File: src/include/cpxcs_pkg.sv
// Purpose: Shared constants and types for the copper extended control block.
// Assumes: AXI4-Lite slave, 32-bit data, one word per register.
// Notes:   Register offsets count words; CTRL_BYTE_ADDR and STATUS_BYTE_ADDR are byte addresses.
package cpxcs_pkg;
	localparam logic [15:0] CTRL_OFFSET   = 16'hFFF0;
	localparam logic [15:0] STATUS_OFFSET = 16'hFFF1;
	localparam logic [15:0] CTRL_BYTE_ADDR   = 16'hFFC0;
	localparam logic [15:0] STATUS_BYTE_ADDR = 16'hFFC4;
	localparam int BIT_NO_XOVER   = 14;
	localparam int BIT_TX_DIS     = 13;
	localparam int BIT_BYP_4B5B   = 10;
	localparam int BIT_BYP_SCR    = 9;
	localparam int BIT_BYP_MLT3   = 8;
	localparam int BIT_BYP_ALIGN  = 7;
	localparam int BIT_SCR_RST    = 6;
	localparam int BIT_LED_TRAF   = 5;
	localparam int BIT_LED_ON     = 4;
	localparam int BIT_LED_OFF    = 3;
	localparam int BIT_FIFO_LSB   = 0;
	localparam logic [15:0] CTRL_RESET     = 16'h0000;
	localparam logic [15:0] CTRL_WMASK     = 16'h67B9;
	localparam logic [15:0] STATUS_LIVE_RESET = 16'h0000;
	localparam logic [1:0]  AXI_OKAY   = 2'h0;
	localparam logic [1:0]  AXI_SLVERR = 2'h2;

	typedef struct packed {
		logic no_auto_xover;
		logic tx_disable;
		logic bypass_4b5b;
		logic bypass_scrambler;
		logic bypass_mlt3;
		logic bypass_align;
		logic scrambler_load;
		logic led_traffic;
		logic led_on;
		logic led_off;
		logic fifo_elast_lsb;
	} cpxcs_ctrl_t;

	typedef struct packed {
		logic selector_mismatch;
		logic carrier_ext_err;
		logic bad_ssd;
		logic bad_esd;
		logic invalid_code;
		logic tx_err_code;
		logic lock_lost;
		logic mlt3_err;
		logic crc_err;
	} cpxcs_events_t;

	typedef struct packed {
		logic speed_downgraded;
		logic crossover_mdi;
		logic remote_rx_ok;
		logic local_rx_ok;
		logic descr_locked;
		logic link_pass;
	} cpxcs_live_t;
endpackage

File: src/core/cpxcs_regs.sv
// Purpose: Control and status register pair for the copper extended path.
// Assumes: Events and live status arrive synchronous to aclk.
// Notes:   Status reads clear latched bits; see the hand-over for timing.
//
// How it works
// [RULE_01] Control bit 14 disables automatic crossover.
// [RULE_02] Control bit 13 tristates all line pairs.
// [RULE_03] Bit 10 passes raw 5B transmit codes.
// [RULE_04] 4B/5B bypass delivers 5B receive codes.
// [RULE_05] Bit 9 disables scrambler and descrambler.
// [RULE_06] Bit 8 bypasses MLT3, sending NRZ.
// [RULE_07] Bit 7 skips receive symbol alignment.
// [RULE_08] Bit 6 loads scrambler ones, self-clears.
// [RULE_09] Bit 5 enables LED traffic mode.
// [RULE_10] Bit 4 forces all LEDs on.
// [RULE_11] Bit 3 forces all LEDs off.
// [RULE_12] Software read-modify-writes reserved control bits.
// [RULE_13] Bit 0 holds FIFO elasticity low bit.
// [RULE_14] Status 15 latches selector mismatch until read.
// [RULE_15] Status 14 shows speed downgrade.
// [RULE_16] Status 13 shows crossover MDI mode.
// [RULE_17] Status 11,10 receiver OK latch low.
// [RULE_18] Status 9 lock, 8 link, live.
// [RULE_19] Status 7 holds CRC error until read.
// [RULE_20] Status 6..4 latch extension, delimiter errors.
// [RULE_21] Status 3..1 latch code, lock errors.
// [RULE_22] Status 0 latches MLT3 code error.
// [RULE_23] Force-off wins over force-on.
// [RULE_24] Event in read cycle beats the clear.
module cpxcs_regs (
	input  wire logic                    aclk,
	input  wire logic                    aresetn,
	input  wire logic                    clk_en,
	input  wire logic [15:0]             s_axi_awaddr,
	input  wire logic                    s_axi_awvalid,
	output logic                         s_axi_awready,
	input  wire logic [31:0]             s_axi_wdata,
	input  wire logic [3:0]              s_axi_wstrb,
	input  wire logic                    s_axi_wvalid,
	output logic                         s_axi_wready,
	output logic [1:0]                   s_axi_bresp,
	output logic                         s_axi_bvalid,
	input  wire logic                    s_axi_bready,
	input  wire logic [15:0]             s_axi_araddr,
	input  wire logic                    s_axi_arvalid,
	output logic                         s_axi_arready,
	output logic [31:0]                  s_axi_rdata,
	output logic [1:0]                   s_axi_rresp,
	output logic                         s_axi_rvalid,
	input  wire logic                    s_axi_rready,
	input  wire cpxcs_pkg::cpxcs_events_t events,
	input  wire cpxcs_pkg::cpxcs_live_t  live,
	input  wire logic                    fifo_elast_lsb_default,
	input  wire logic                    fifo_elast_default_load,
	input  wire logic [3:0]              line_pair_out_in,
	input  wire logic [4:0]              tx_code_in,
	input  wire logic                    tx_en_in,
	input  wire logic [3:0]              txd_nibble_in,
	output cpxcs_pkg::cpxcs_ctrl_t       ctrl,
	output logic [3:0]                   line_pair_outputs,
	output logic [3:0]                   line_pair_outputs_oe,
	output logic [4:0]                   scrambler_tx_code,
	output logic                         scrambler_tx_valid,
	output logic                         framing_enable,
	output logic                         rx_deliver_5b,
	output logic                         rx_align_enable,
	output logic                         scrambler_enable,
	output logic                         mlt3_enable,
	output logic                         auto_xover_enable,
	output logic                         scrambler_load_ones,
	input  wire logic                    activity_normal,
	input  wire logic                    activity_traffic,
	input  wire logic                    transmit_normal,
	input  wire logic                    transmit_traffic,
	input  wire logic [1:0]              other_led_normal,
	output logic                         activity_indicator_out,
	output logic                         transmit_indicator_out,
	output logic [1:0]                   other_led_out
);
	logic [15:0] ctrl_q;
	logic [15:0] next_ctrl;
	logic        scr_pulse;
	cpxcs_pkg::cpxcs_events_t sticky;
	logic        remote_low;
	logic        local_low;
	logic        aw_held;
	logic        w_held;
	logic [15:0] aw_addr;
	logic [31:0] w_data;
	logic [3:0]  w_strb;
	logic        do_write;
	logic        do_read;
	logic        status_read;
	logic [15:0] status_word;
	logic        led_on_eff;
	logic        led_off_eff;

	function automatic logic hit(input logic [15:0] a, input logic [15:0] b);
		hit = (a[15:2] == b[15:2]);
	endfunction

	// Write side: address and data are taken independently, then joined.
	assign s_axi_awready = !aw_held && !s_axi_bvalid;
	assign s_axi_wready  = !w_held && !s_axi_bvalid;
	assign do_write = aw_held && w_held && !s_axi_bvalid;

	always_ff @(posedge aclk) begin
		if (!aresetn) begin
			aw_held <= 1'b0;
			w_held  <= 1'b0;
			aw_addr <= 16'h0000;
			w_data  <= 32'h00000000;
			w_strb  <= 4'h0;
			s_axi_bvalid <= 1'b0;
			s_axi_bresp  <= cpxcs_pkg::AXI_OKAY;
		end else if (clk_en) begin
			if (s_axi_awvalid && s_axi_awready) begin
				aw_held <= 1'b1;
				aw_addr <= s_axi_awaddr;
			end
			if (s_axi_wvalid && s_axi_wready) begin
				w_held <= 1'b1;
				w_data <= s_axi_wdata;
				w_strb <= s_axi_wstrb;
			end
			if (do_write) begin
				aw_held <= 1'b0;
				w_held  <= 1'b0;
				s_axi_bvalid <= 1'b1;
				s_axi_bresp <= (hit(aw_addr, cpxcs_pkg::CTRL_BYTE_ADDR) ||
					hit(aw_addr, cpxcs_pkg::STATUS_BYTE_ADDR)) ?
					cpxcs_pkg::AXI_OKAY : cpxcs_pkg::AXI_SLVERR;
			end else if (s_axi_bvalid && s_axi_bready) begin
				s_axi_bvalid <= 1'b0;
			end
		end
	end

	// Control register. Reserved bits store nothing and read as zero,
	// so read-modify-write by software is harmless.
	always_comb begin
		next_ctrl = ctrl_q;
		if (do_write && hit(aw_addr, cpxcs_pkg::CTRL_BYTE_ADDR)) begin
			if (w_strb[0])
				next_ctrl[7:0] = w_data[7:0];
			if (w_strb[1])
				next_ctrl[15:8] = w_data[15:8];
			next_ctrl = next_ctrl & cpxcs_pkg::CTRL_WMASK; // [RULE_12]
		end
		next_ctrl[cpxcs_pkg::BIT_SCR_RST] = 1'b0; // [RULE_08]
		if (fifo_elast_default_load)
			next_ctrl[cpxcs_pkg::BIT_FIFO_LSB] = fifo_elast_lsb_default; // [RULE_13]
	end

	assign scr_pulse = do_write && hit(aw_addr, cpxcs_pkg::CTRL_BYTE_ADDR) &&
		w_strb[0] && w_data[cpxcs_pkg::BIT_SCR_RST];

	always_ff @(posedge aclk) begin
		if (!aresetn) begin
			ctrl_q <= cpxcs_pkg::CTRL_RESET;
			scrambler_load_ones <= 1'b0;
		end else if (clk_en) begin
			ctrl_q <= next_ctrl;
			scrambler_load_ones <= scr_pulse; // [RULE_08]
		end
	end

	assign ctrl = '{no_auto_xover:    ctrl_q[cpxcs_pkg::BIT_NO_XOVER],
		tx_disable:       ctrl_q[cpxcs_pkg::BIT_TX_DIS],
		bypass_4b5b:      ctrl_q[cpxcs_pkg::BIT_BYP_4B5B],
		bypass_scrambler: ctrl_q[cpxcs_pkg::BIT_BYP_SCR],
		bypass_mlt3:      ctrl_q[cpxcs_pkg::BIT_BYP_MLT3],
		bypass_align:     ctrl_q[cpxcs_pkg::BIT_BYP_ALIGN],
		scrambler_load:   scrambler_load_ones,
		led_traffic:      ctrl_q[cpxcs_pkg::BIT_LED_TRAF],
		led_on:           ctrl_q[cpxcs_pkg::BIT_LED_ON],
		led_off:          ctrl_q[cpxcs_pkg::BIT_LED_OFF],
		fifo_elast_lsb:   ctrl_q[cpxcs_pkg::BIT_FIFO_LSB]};

	assign auto_xover_enable = !ctrl.no_auto_xover; // [RULE_01]
	assign scrambler_enable  = !ctrl.bypass_scrambler; // [RULE_05]
	assign mlt3_enable       = !ctrl.bypass_mlt3; // [RULE_06]
	assign rx_align_enable   = !ctrl.bypass_align; // [RULE_07]
	assign rx_deliver_5b     = ctrl.bypass_4b5b; // [RULE_04]
	assign framing_enable    = !ctrl.bypass_4b5b; // [RULE_03]

	// Line drivers and transmit code path are registered data outputs.
	always_ff @(posedge aclk) begin
		if (!aresetn) begin
			line_pair_outputs    <= 4'h0;
			line_pair_outputs_oe <= 4'h0;
			scrambler_tx_code    <= 5'h00;
			scrambler_tx_valid   <= 1'b0;
		end else if (clk_en) begin
			line_pair_outputs    <= line_pair_out_in;
			line_pair_outputs_oe <= ctrl.tx_disable ? 4'h0 : 4'hF; // [RULE_02]
			if (ctrl.bypass_4b5b) begin
				scrambler_tx_code  <= tx_code_in; // [RULE_03]
				scrambler_tx_valid <= 1'b1;
			end else begin
				scrambler_tx_code  <= {1'b0, txd_nibble_in};
				scrambler_tx_valid <= tx_en_in;
			end
		end
	end

	// LED override: off beats on because a dark board is the safe default.
	assign led_off_eff = ctrl.led_off; // [RULE_23]
	assign led_on_eff  = ctrl.led_on && !ctrl.led_off; // [RULE_23]

	always_ff @(posedge aclk) begin
		if (!aresetn) begin
			activity_indicator_out <= 1'b0;
			transmit_indicator_out <= 1'b0;
			other_led_out          <= 2'h0;
		end else if (clk_en) begin
			if (led_off_eff) begin
				activity_indicator_out <= 1'b0; // [RULE_11]
				transmit_indicator_out <= 1'b0;
				other_led_out          <= 2'h0;
			end else if (led_on_eff) begin
				activity_indicator_out <= 1'b1; // [RULE_10]
				transmit_indicator_out <= 1'b1;
				other_led_out          <= 2'h3;
			end else begin
				activity_indicator_out <= ctrl.led_traffic ?
					activity_traffic : activity_normal; // [RULE_09]
				transmit_indicator_out <= ctrl.led_traffic ?
					transmit_traffic : transmit_normal;
				other_led_out          <= other_led_normal;
			end
		end
	end

	// Read side: one read at a time, answered one cycle after acceptance.
	assign s_axi_arready = !s_axi_rvalid;
	assign do_read = s_axi_arvalid && s_axi_arready;
	assign status_read = do_read && hit(s_axi_araddr, cpxcs_pkg::STATUS_BYTE_ADDR);

	assign status_word = {sticky.selector_mismatch, // [RULE_14]
		live.speed_downgraded, // [RULE_15]
		live.crossover_mdi, // [RULE_16]
		1'b0,
		!remote_low && live.remote_rx_ok, // [RULE_17]
		!local_low && live.local_rx_ok,
		live.descr_locked, // [RULE_18]
		live.link_pass,
		sticky.crc_err, // [RULE_19]
		sticky.carrier_ext_err, sticky.bad_ssd, sticky.bad_esd, // [RULE_20]
		sticky.invalid_code, sticky.tx_err_code, sticky.lock_lost, // [RULE_21]
		sticky.mlt3_err}; // [RULE_22]

	always_ff @(posedge aclk) begin
		if (!aresetn) begin
			s_axi_rvalid <= 1'b0;
			s_axi_rdata  <= 32'h00000000;
			s_axi_rresp  <= cpxcs_pkg::AXI_OKAY;
		end else if (clk_en) begin
			if (do_read) begin
				s_axi_rvalid <= 1'b1;
				s_axi_rresp  <= cpxcs_pkg::AXI_OKAY;
				if (hit(s_axi_araddr, cpxcs_pkg::CTRL_BYTE_ADDR))
					s_axi_rdata <= {16'h0000, ctrl_q}; // [RULE_08]
				else if (status_read)
					s_axi_rdata <= {16'h0000, status_word};
				else begin
					s_axi_rdata <= 32'h00000000;
					s_axi_rresp <= cpxcs_pkg::AXI_SLVERR;
				end
			end else if (s_axi_rvalid && s_axi_rready) begin
				s_axi_rvalid <= 1'b0;
			end
		end
	end

	// Latched bits: the read clears, but a same-cycle event sets again.
	always_ff @(posedge aclk) begin
		if (!aresetn) begin
			sticky     <= '0;
			remote_low <= 1'b0;
			local_low  <= 1'b0;
		end else if (clk_en) begin
			sticky     <= (status_read ? '0 : sticky) | events; // [RULE_24]
			remote_low <= (status_read ? 1'b0 : remote_low) |
				!live.remote_rx_ok; // [RULE_17]
			local_low  <= (status_read ? 1'b0 : local_low) |
				!live.local_rx_ok; // [RULE_24]
		end
	end
endmodule

File: config.mk
export PLATFORM = sky130hd
export DESIGN_NAME = cpxcs_regs
export DESIGN_NICKNAME = d
export VERILOG_FILES = /design/src/include/cpxcs_pkg.sv /design/src/core/cpxcs_regs.sv
export SDC_FILE = /design/constraint.sdc
export NUM_CORES = 1
export LEC_CHECK = 0
export BUFFER_PORTS_ARGS = -buffer_cell sky130_fd_sc_hd__buf_2
export CAP_MARGIN = 0
export CORE_ASPECT_RATIO = 0.9
export CORE_UTILIZATION = 45
export DETAILED_ROUTE_END_ITERATION = 8
export GPL_ROUTABILITY_DRIVEN = 1
export HOLD_SLACK_MARGIN = 0.1
export MAX_ROUTING_LAYER = met4
export PLACE_DENSITY = 0.8
export SETUP_SLACK_MARGIN = 0.1
export SYNTH_ARGS = -nofsm -noshare
export SYNTH_HDL_FRONTEND = slang
export SYNTH_SLANG_ARGS = --single-unit
File: constraint.sdc
create_clock -name aclk -period 1.95 [get_ports aclk]
set_clock_uncertainty 0.05 [all_clocks]
set_input_delay 0.0975 -clock aclk [delete_from_list [all_inputs] [get_ports aclk]]
set_output_delay 0.0975 -clock aclk [all_outputs]
set_load 0.02 [all_outputs]
[Word-level counts from Yosys, hierarchy flattened]
Index checks and enable logic that the tools add are counted.
Cells by class
  equal/unequal tests: 4
  muxes and demuxes: 30
  bitwise operators: 3
  reduce and logical (&&, ||, !) cells: 48
Operators with widths (count)
  == test 14 bit (second input constant): 4
  two-way mux 16 bit: 2
  two-way mux 1 bit: 20
  logical AND 1 bit: 16
  AND reduction 2 bit: 8
  zero test 1 bit: 14
  nonzero test 2 bit: 6
  two-way mux 2 bit: 5
  two-way mux 9 bit: 1
  bitwise OR 9 bit: 1
  AND reduction 3 bit: 3
  two-way mux 5 bit: 1
  two-way mux 4 bit: 1
  bitwise OR 1 bit: 2
  logical OR 1 bit: 1
Word-level totals
  flip-flop bits (word level): 113
  input port bits: 113
  output and inout bits: 77

[Longest topological paths before layout]
Gate-level depths: netlist of the first run.
  depth in word-level cells: 5
  mapped depth: 6

[Worst setup path before layout of the first run]
No wires, ideal clock.
  kind: reg-to-reg
  from: register aw_addr[4]
  to: register ctrl_q[0]
  library setup time: 72 ps
  arrival: 1390 ps
  data required time: 1828 ps
  slack: 439 ps
  stages on the path, launching flop included: 6
  buffers on the path: 1
  cells stage by stage: dfxtp_1 > nand4bb_1 > or4_1 > buf_2 > o21ai_2 > mux2i_1
Between the ends
  word-level cells in the longest chain between the ends: 4
RTL lines
  from (decl): RTL line cpxcs_regs.sv:88  | logic [15:0] aw_addr;
  from (signal assigned): RTL line cpxcs_regs.sv:119  | aw_addr <= s_axi_awaddr;
  == test 14 bit: RTL line cpxcs_regs.sv:99  | hit = (a[15:2] == b[15:2]);
  logical AND 1 bit: RTL line cpxcs_regs.sv:143  | if (do_write && hit(aw_addr, cpxcs_pkg::CTRL_BYTE_ADDR)) begin
  nonzero test 2 bit (no line)
  AND reduction 3 bit (no line)
  to (signal assigned): RTL line cpxcs_regs.sv:160  | ctrl_q <= cpxcs_pkg::CTRL_RESET;
  to (signal assigned): RTL line cpxcs_regs.sv:163  | ctrl_q <= next_ctrl;
  to (decl): RTL line cpxcs_regs.sv:80  | logic [15:0] ctrl_q;
Every way passes these cells.
A chain may end at the register's enable or synchronous reset.

==> metrics.txt, run 1 <==
outcome=completed; WL per Instance=14.8 um; CP Cell Sequence=dlygate4sd3_1 -> buf_2 -> buf_6 -> o21ai_0 -> a21oi_1 -> dlygate4sd3_1; TritonCTS Buffers=9; gr ovfl total=0; layout cell share with drive strength beyond 1=0.273; Netlist cell types=32; CTS sink count=85; H-tree depth=3; Int Power=0.00253 W; Max Cap Viol=0; setup_tns=0 ps; I/O Buffers=143; Hold EP=ctrl_q[0]; post-synthesis cell count=425; Post-Route WL=10.6 mm; fin. max-slew vios=0; Cells after DPL=637; die height=86.7 um; crit end category=register; flop2flop setup slack=350 ps; P_sw=0.000951 W; Yosys top cell area share=0.474; Worst R2R Path Depth=4; Worst path slowest cell=dlygate4sd3_1; worst skew pair latency=350 ps; pin count of the biggest net entering global routing=43; power per cell area=688 nW/um^2; hold path start=fifo_elast_lsb_default; Final Hold Fails=0; Initial Util=0.471; Clock power frac=0.301; Synth Flop Type=dfxtp_1; Die W=96.1 um; unrepaired setup endpoints after global routing=false; Core ar.=7620 um^2; EDFF count, synth=0; Crit path required time=2190 ps; leakage power=2.21 nW; Seq cells post-synth=85; fin cells=717; GPL Wtd Cong=0.782; Syn. warnings=0; ANT nets after route=0; ranking of synthesized cells by area=dfxtp_1 47%, a21oi_1 7.8%, nand2_1 7.7%, mux2i_1 6.7%, buf_4 5.0%; CTS max path bufs=2; Final Cycle Share=0.888; All-Layer GR Usage=0.266; vias in the first global route=3591; Rows=30; CP arrival=1970 ps; die area=8340 um^2; hold depth=4; FFs w/ async S/R, synth=0; CTS tree=yes; global-route wire length before repair=16.4 mm; post-synth top area cell=dfxtp_1; R2R Path End=ctrl_q[0]; crit path kind=in -> reg; CTS clk-pin slew, worst paths=80 ps; postcts setup bufs=0; Nets=729; Final Setup Violations=0; Max FO, Critical Path=23; commonest non-fill, non-tap cell in the layout=buf_2; 1st-iter DRT viols=148; CTS root buf=clkbuf_8; Via density=5.17; Least-Margin Pin Slew=583 ps; Logic pwr share=0.165; commonest cells after routing, fill and taps aside=143 x buf_2, 84 x dfxtp_1, 73 x nand2_1, 64 x dlygate4sd3_1, 56 x a21oi_1; Setup crit start kind=input pin; Area Growth Syn to Fin=41.1%; Vias=3705; Crit path max-delay family=buffers and inverters; initial antenna violation count=1; DP HPWL=6.75 mm; Final min period=1730 ps; crit-path max cell delay=560 ps; Worst slew margin=0.611; drt first pass iters=4; fmax=578 MHz; sequential power share=0.535; Max VDD drop=480 uV; Mean Syn Cell Area=8.45 um^2; worst path bufs/invs=4; Sw Share=0.273; Most Frequent Cell on Critical Path=dlygate4sd3_1; register area share after synthesis=0.474; HP Class=in -> reg; FF-to-FF Start=aw_addr[4]; Syn Std Cell Area=3590 um^2; # IOs=190; DRC errors left=0
-- layer usage --
metal,up-vias,global-route usage,part of all wire
met5,-,-,0
met2,160,0.460,0.51
met3,34,0.0535,0.070
met1,1707,0.286,0.39
li1,1804,-,-
met4,0,0.140,0.031
-- what timing repair did --
| action | CTS | global route |
|---|---|---|
| endpoints found under the hold margin | 61 | 0 |
| gates resized for setup | 0 | 4 |
| hold buffers | 64 | 0 |
| setup endpoints to repair | 0 | 14 |
-- worst max path at each step --
stage / slack [ps] / from / to / cells after the start
finish: 220 / clk_en / scrambler_tx_valid / 6
global route: 120 / clk_en / scrambler_tx_valid / 6
CTS: 170 / ctrl_q[10] / scrambler_tx_code[2] / 3
detailed placement: 250 / aw_addr[4] / ctrl_q[0] / 4
global placement: 300 / s_axi_araddr[3] / local_low / 5
floorplan: 440 / aw_addr[4] / ctrl_q[0] / 5
-- Yosys cell counts, types with 3 or more instances --
master,count
nand2b_1,5
clkbuf_1,15
dfxtp_1,85
buf_2,10
buf_4,24
a32oi_1,4
nand4_1,12
a21oi_1,56
nand2_1,74
nor2_1,42
o21ai_0,12
o21ai_1,10
mux2i_1,24
a211oi_1,16
inv_1,7
and3b_1,3
nand3b_1,7
-- through the flow --
step | hold WS, ps | power (W) | util | cell area [um^2] | setup WS, ps
floorplan | 183 | 0.00221 | - | 3660 | 439
global placement | 287 | 0.00234 | 0.558 | 4250 | 301
detailed placement | 296 | 0.00236 | 0.558 | 4250 | 250
CTS | 105 | 0.00349 | 0.663 | 5050 | 169
global route | 131 | 0.00364 | 0.665 | 5060 | 117
finish | 117 | 0.00348 | 0.665 | 5060 | 219
-- cell type report --
cell class / instances / area [um^2]
repair buffers: 212 / 1410
clock inverters: 4 / 26.3
inverters: 8 / 30.0
well taps: 96 / 120
clock buffers: 11 / 131
diodes: 1 / 2.50
multi-input cells: 300 / 1640
fillers: 618 / 2550
flip-flops and latches: 85 / 1700
-- power by group through the flow --
stage / sequential [W] / combinational, W / clock [W]
finish: 0.00186 / 0.000573 / 0.00105
global route: 0.00187 / 0.000628 / 0.00114
CTS: 0.00186 / 0.000560 / 0.00107
detailed placement: 0.00190 / 0.000459 / 0
global placement: 0.00190 / 0.000447 / 0
floorplan: 0.00193 / 0.000280 / 0
-- worst reg2reg max path: cells and delay by family, from the launching register on --
kind | cells | cell delay (ps)
AO/OA/AOI/OAI | 1 | 180
flip-flops | 1 | 320
multiplexers | 1 | 180
AND/OR/NAND/NOR | 2 | 810
-- sequential cells by signal, indices dropped and copies added (netlist names), 2 cells and up --
name	flops
s_axi_rdata	15
aw_addr	14
w_data	11
ctrl_q	10
status_word	9
scrambler_tx_code	5
line_pair_outputs	4
other_led_out	2
w_strb	2
-- cell families (layout without fill, tap and decap cells) --
group | Yosys count | in the layout | share of synthesized area
other | 1 | 20 | 0.00104
buffers and inverters | 58 | 235 | 0.0892
and+or+nand+nor | 156 | 156 | 0.210
AOI/OAI and AO/OA | 101 | 101 | 0.159
DFF | 85 | 85 | 0.474
muxes | 24 | 24 | 0.0669
No activity file was read; power rests on OpenSTA's default activity.
==> run 2: changes to the inputs <==
Settings changed: ABC_CLOCK_PERIOD_IN_PS set to 1580, CAP_MARGIN 0 to 20, CORE_UTILIZATION 45 to 41, PLACE_DENSITY 0.8 to 0.77.
Clock period 1.95 ns to 1.58 ns, I/O delays scaled along.
==> run 2 against run 1 <==
Against the previous run:
- final area is 2.7% higher
- final cell count grew 4.5%
- sequential cell count stayed put
- critical path type is now reg -> reg
- worst hold slack improved by 14 ps
- clock-buffer cell count rose by 2
- highest routed layer unchanged
==> metrics.txt, run 2 (same netlist as run 1, synthesis figures left out) <==
Vias=3623 (-2.2%); Post-Route WL=9.81 mm (-7.3%); Initial Util=0.421 (-0.0502); pin count of the biggest net entering global routing=40 (-7.0%); flop2flop setup slack=4 ps (-350 ps); commonest non-fill, non-tap cell in the layout=buf_2; CTS sink count=85 (unchanged); Nets=738 (+1.2%); gr ovfl total=0 (unchanged); crit path kind=reg -> reg; CTS root buf=clkbuf_8; worst skew pair latency=340 ps (about the same); CTS max path bufs=2 (unchanged); R2R Path End=ctrl_q[0]; layout cell share with drive strength beyond 1=0.294 (+0.0211); Worst slew margin=0.659 (+0.0484); post-route design area=5200 um^2 (+2.7%); leakage power=2.27 nW (+2.5%); Worst R2R Path Depth=4 (unchanged); Max FO, Critical Path=10 (-57%); DP HPWL=6.62 mm (-1.9%); die height=90.8 um (+4.7%); setup_tns=0 ps (unchanged); ant diodes=0 (-1); Final Power=0.00446 W (+28%); DRC errors left=0 (unchanged); Crit path required time=1810 ps (-380 ps); Core ar.=8530 um^2 (+12%); fmax=635 MHz; # IOs=190 (unchanged); ANT nets after route=0 (unchanged); TritonCTS Buffers=9 (unchanged); crit end category=register; Hold EP=other_led_out[1]; Final Cycle Share=0.997; power per cell area=858 nW/um^2 (+25%); WL per Instance=13.1 um (-11%); fin. max-slew vios=0 (unchanged); die area=9130 um^2 (+9.5%); vias in the first global route=3393 (-5.5%); CTS tree=yes; CP arrival=1800 ps (-170 ps); Final Hold Fails=0 (unchanged); Least-Margin Pin Slew=510 ps (-72.5 ps); Reg with most FFs=s_axi_rdata; 1st-iter DRT viols=105 (-29%); initial antenna violation count=0 (-1); FF-to-FF Start=aw_addr[4]; H-tree depth=3 (unchanged); Max Cap Viol=0 (unchanged); hold path start=other_led_normal[1]; Fillers=750 (+21%); setup ws final=4.09 ps (-215 ps); HP Class=in -> reg; unrepaired setup endpoints after global routing=true; CTS clk-pin slew, worst paths=80 ps (about the same); biggest regs=s_axi_rdata (15), aw_addr (14), w_data (11); Via density=4.84 (-6.4%); All-Layer GR Usage=0.224 (-0.0424); Final min period=1580 ps; hold depth=5 (+1); Rows=32 (+6.7%); dpl ws=-97.9 ps (-348 ps); Max VDD drop=397 uV (-17%); drt first pass iters=4 (unchanged); I/O Buffers=143 (unchanged); Final Setup Violations=0 (unchanged); outcome=completed; Setup crit start kind=register; GPL Wtd Cong=0.785 (+0.33%); commonest cells after routing, fill and taps aside=143 x buf_2, 81 x dfxtp_1, 73 x nand2_1, 62 x dlygate4sd3_1, 56 x a21oi_1; Die W=101 um (+4.7%); global-route wire length before repair=15.7 mm (-4.2%); Area Growth Syn to Fin=44.9%; max FFs per register=15 (unchanged); Cell Area, Placed=4350 um^2 (+2.3%)
==> run 2: cell types whose count changed in the layout (fill, tap and decap cells not counted), sizes merged <==
cell,change
clkinv,-2
clkbuf,+2
dlygate4sd3,-2
buf,+11
bufinv,+1
diode,-1
==> run 2: worst max path at each step <==
stage / from / to / slack [ps]
final: aw_addr[4] / ctrl_q[0] / 4
after global routing: aw_addr[4] / ctrl_q[10] / -80
after CTS: aw_addr[4] / ctrl_q[0] / 20
after detailed placement: aw_addr[4] / ctrl_q[0] / -100
after global placement: aw_addr[4] / ctrl_q[0] / -70
after floorplan: aw_addr[4] / ctrl_q[0] / 70
==> run 2: per-layer routing <==
layer / vias up / global-route usage / wire length (um)
li1: 1824 / - / -
met3: 16 / 0.0348 / 447
met1: 1661 / 0.277 / 4350
met5: - / - / 0
met2: 122 / 0.367 / 4850
met4: 0 / 0.0833 / 164
==> run 2: cell type report <==
cell class                 instances  area, um^2  share of cell area
clock buffer                      13         139              0.0267
clock inverter                     3        46.3             0.00890
inverter                           8        30.0             0.00577
multi-input combinational        300        1650               0.317
sequential                        85        1710               0.328
tap                              119         149              0.0286
timing repair buffer             221        1480               0.285
==> run 2: stage by stage <==
| step | cells | util | hold WS [ps] |
|---|---|---|---|
| floorplan | 443 | - | 165 |
| global placement | 669 | 0.510 | 269 |
| detailed placement | 669 | 0.510 | 279 |
| CTS | 747 | 0.606 | 139 |
| global route | 749 | 0.610 | 136 |
| finish | 749 | 0.610 | 131 |
==> run 2: where the power goes <==
group	internal (W)	switching [W]
clock	0.000737	0.000721
combinational	0.000337	0.000369
sequential	0.00224	0.0000598
==> run 2: repair_timing <==
action	CTS	global route
endpoints found under the hold margin	60	0
gates cloned	0	0
hold buffers	62	0
endpoints found under the setup margin	11	45
pin swaps	0	2
buffers inserted	0	2
resized for setup	4	9
==> run 2: worst max-delay path, cell delays in order (launching register included) <==
cell and delay, ps:
dfxtp_1 310, nand4bb_1 210, or4_4 580, o21ai_2 180, mux2i_1 180
==> run 3: changes to the inputs <==
Settings changed: REMOVE_ABC_BUFFERS set to 1.
==> run 3 against run 2 <==
Against the previous run:
- the flow now finishes with violations (negative setup slack)
- global-route usage up 1.9 points
- clock power up 23%
- die area unchanged
- first-iteration DRC count up 86%
- worst hold slack better by 27 ps
- sequential power about the same
- sequential share of layout area down 1.1 points
==> metrics.txt, run 3 (same netlist as run 1, synthesis figures left out) <==
outcome=complete, but fails checks; failing checks=negative setup slack; worst skew pair latency=340 ps (about the same); H-tree depth=3 (unchanged); global-route wire length before repair=17.0 mm (+8.5%); Nets=745 (+0.95%); CP arrival=1860 ps (+60 ps); WL per Instance=14.2 um (+8.1%); setup ws final=-49.6 ps (-53.7 ps); Max Cap Viol=0 (unchanged); Setup crit start kind=register; ant diodes=0 (unchanged); drt first pass iters=5 (+1); unrepaired setup endpoints after global routing=true; crit end category=register; CTS root buf=clkbuf_8; die area=9130 um^2 (unchanged); Post-Route WL=10.7 mm (+9.2%); Cells after DPL=668 (-0.15%); TritonCTS Buffers=9 (unchanged); Worst path slowest cell=or4_4; Final Hold Fails=0 (unchanged); # IOs=190 (unchanged); Reg with most FFs=s_axi_rdata; crit path kind=reg -> reg; leakage power=2.35 nW (+3.6%); Final min period=1630 ps (+53.7 ps); 1st-iter DRT viols=195 (+86%); biggest regs=s_axi_rdata (15), aw_addr (14), w_data (11); Via density=5.02 (+3.8%); Initial Util=0.421 (unchanged); commonest non-fill, non-tap cell in the layout=buf_2; I/O Buffers=143 (unchanged); max FFs per register=15 (unchanged); fin cells=756 (+0.93%); DRC errors left=0 (unchanged); gr ovfl total=0 (unchanged); register area=1710 um^2 (about the same); All-Layer GR Usage=0.243 (+0.0192); post-route design area=5370 um^2 (+3.2%); Core ar.=8530 um^2 (unchanged); Crit path required time=1810 ps (about the same); Max FO, Critical Path=10 (unchanged); pin count of the biggest net entering global routing=36 (-10%); crit-path max cell delay=490 ps (-90 ps); DP HPWL=6.80 mm (+2.7%); die height=90.8 um (unchanged); CTS clk-pin slew, worst paths=80 ps (about the same); ANT nets after route=0 (unchanged); power per cell area=900 nW/um^2 (+4.9%); CTS tree=yes; Final Setup Violations=5 (+5); CTS sink count=85 (unchanged); Final Cycle Share=1.03 (+0.0340); Cell Area, Placed=4370 um^2 (+0.37%); Area Growth Syn to Fin=49.6%; Die W=101 um (unchanged); commonest cells after routing, fill and taps aside=142 x buf_2, 82 x dfxtp_1, 73 x nand2_1, 66 x dlygate4sd3_1, 56 x a21oi_1; Multi-input gate area=1670 um^2 (+1.4%); CTS max path bufs=2 (unchanged); Rows=32 (unchanged); fmax=614 MHz (-3.3%); initial antenna violation count=0 (unchanged); fin. max-slew vios=0 (unchanged); GPL Wtd Cong=0.821 (+4.6%); vias in the first global route=3649 (+7.5%); Vias=3795 (+4.7%); Max VDD drop=450 uV (+13%); Fillers=722 (-3.7%); layout cell share with drive strength beyond 1=0.300 (+0.00619); CP Cell Sequence=nand4bb_4 -> or4_4 -> buf_6 -> o21ai_2 -> mux2i_1; Hold WS=158 ps (+27.1 ps); HP Class=in -> reg
==> run 3: changes by cell type in the layout (fill, tap and decap cells not counted), sizes merged <==
cell         change
dlygate4sd3      +4
and3b            +1
buf              +1
bufinv           +1
clkinvlp         -1
inv              +1
==> run 3: worst paths after layout <==
kind / from / to / slack, ps / cells past startpoint
worst max-delay path: aw_addr[4] / ctrl_q[0] / -50 / 5
worst min-delay path: activity_traffic / activity_indicator_out / 160 / 5
worst max register to register: aw_addr[4] / ctrl_q[0] / -50 / 5
worst min register to register: aw_addr[4] / aw_addr[4] / 410 / 2
==> run 3: critical path, delay by kind of cell (launching register included) <==
kind / cells / cell delay [ps]
AND/OR/NAND/NOR: 2 / 710
flip-flops: 1 / 330
multiplexers: 1 / 180
AO/OA/AOI/OAI: 1 / 140
buffers and inverters: 1 / 160
==> run 3: power breakdown <==
| group | switching [W] | leakage, nW | total (W) | internal (W) |
|---|---|---|---|---|
| registers | 0.0000618 | 0.697 | 0.00230 | 0.00224 |
| logic | 0.000388 | 1.53 | 0.000744 | 0.000357 |
| clock network | 0.000758 | 0.123 | 0.00179 | 0.00103 |
==> run 3: routing by layer <==
metal / vias up / routed length, um / track usage
met5: - / 0 / -
met4: 0 / 308 / 0.101
met3: 35 / 576 / 0.0557
met2: 165 / 5410 / 0.410
met1: 1760 / 4410 / 0.275
li1: 1835 / - / -
==> run 3: layout make-up <==
type,instances,share of cell area
Clock buffer,12,0.0307
Inverter,8,0.00559
Sequential cell,85,0.317
Clock inverter,4,0.0144
Multi-Input combinational cell,301,0.311
Tap cell,119,0.0277
Timing Repair Buffer,227,0.293
==> run 3: repair_timing <==
| action | 4_1_cts | 5_1_grt |
|---|---|---|
| hold buffers | 66 | 0 |
| gates resized for setup | 5 | 14 |
| setup buffers | 3 | 2 |
| pin swaps | 2 | 2 |
| endpoints found under the hold margin | 61 | 0 |
| endpoints found under the setup margin | 35 | 22 |
| gates cloned | 0 | 1 |
==> run 3: stage by stage <==
stage / util / TNS [ps] / total power [W] / worst slack [ps]
final: 0.630 / -114 / 0.00483 / -49.6
after global routing: 0.630 / -882 / 0.00504 / -123
after CTS: 0.623 / -251 / 0.00484 / -52.6
after detailed placement: 0.512 / -349 / 0.00293 / -82.9
after global placement: 0.512 / -27.3 / 0.00291 / -25.8
after floorplan: - / -4050 / 0.00266 / -217
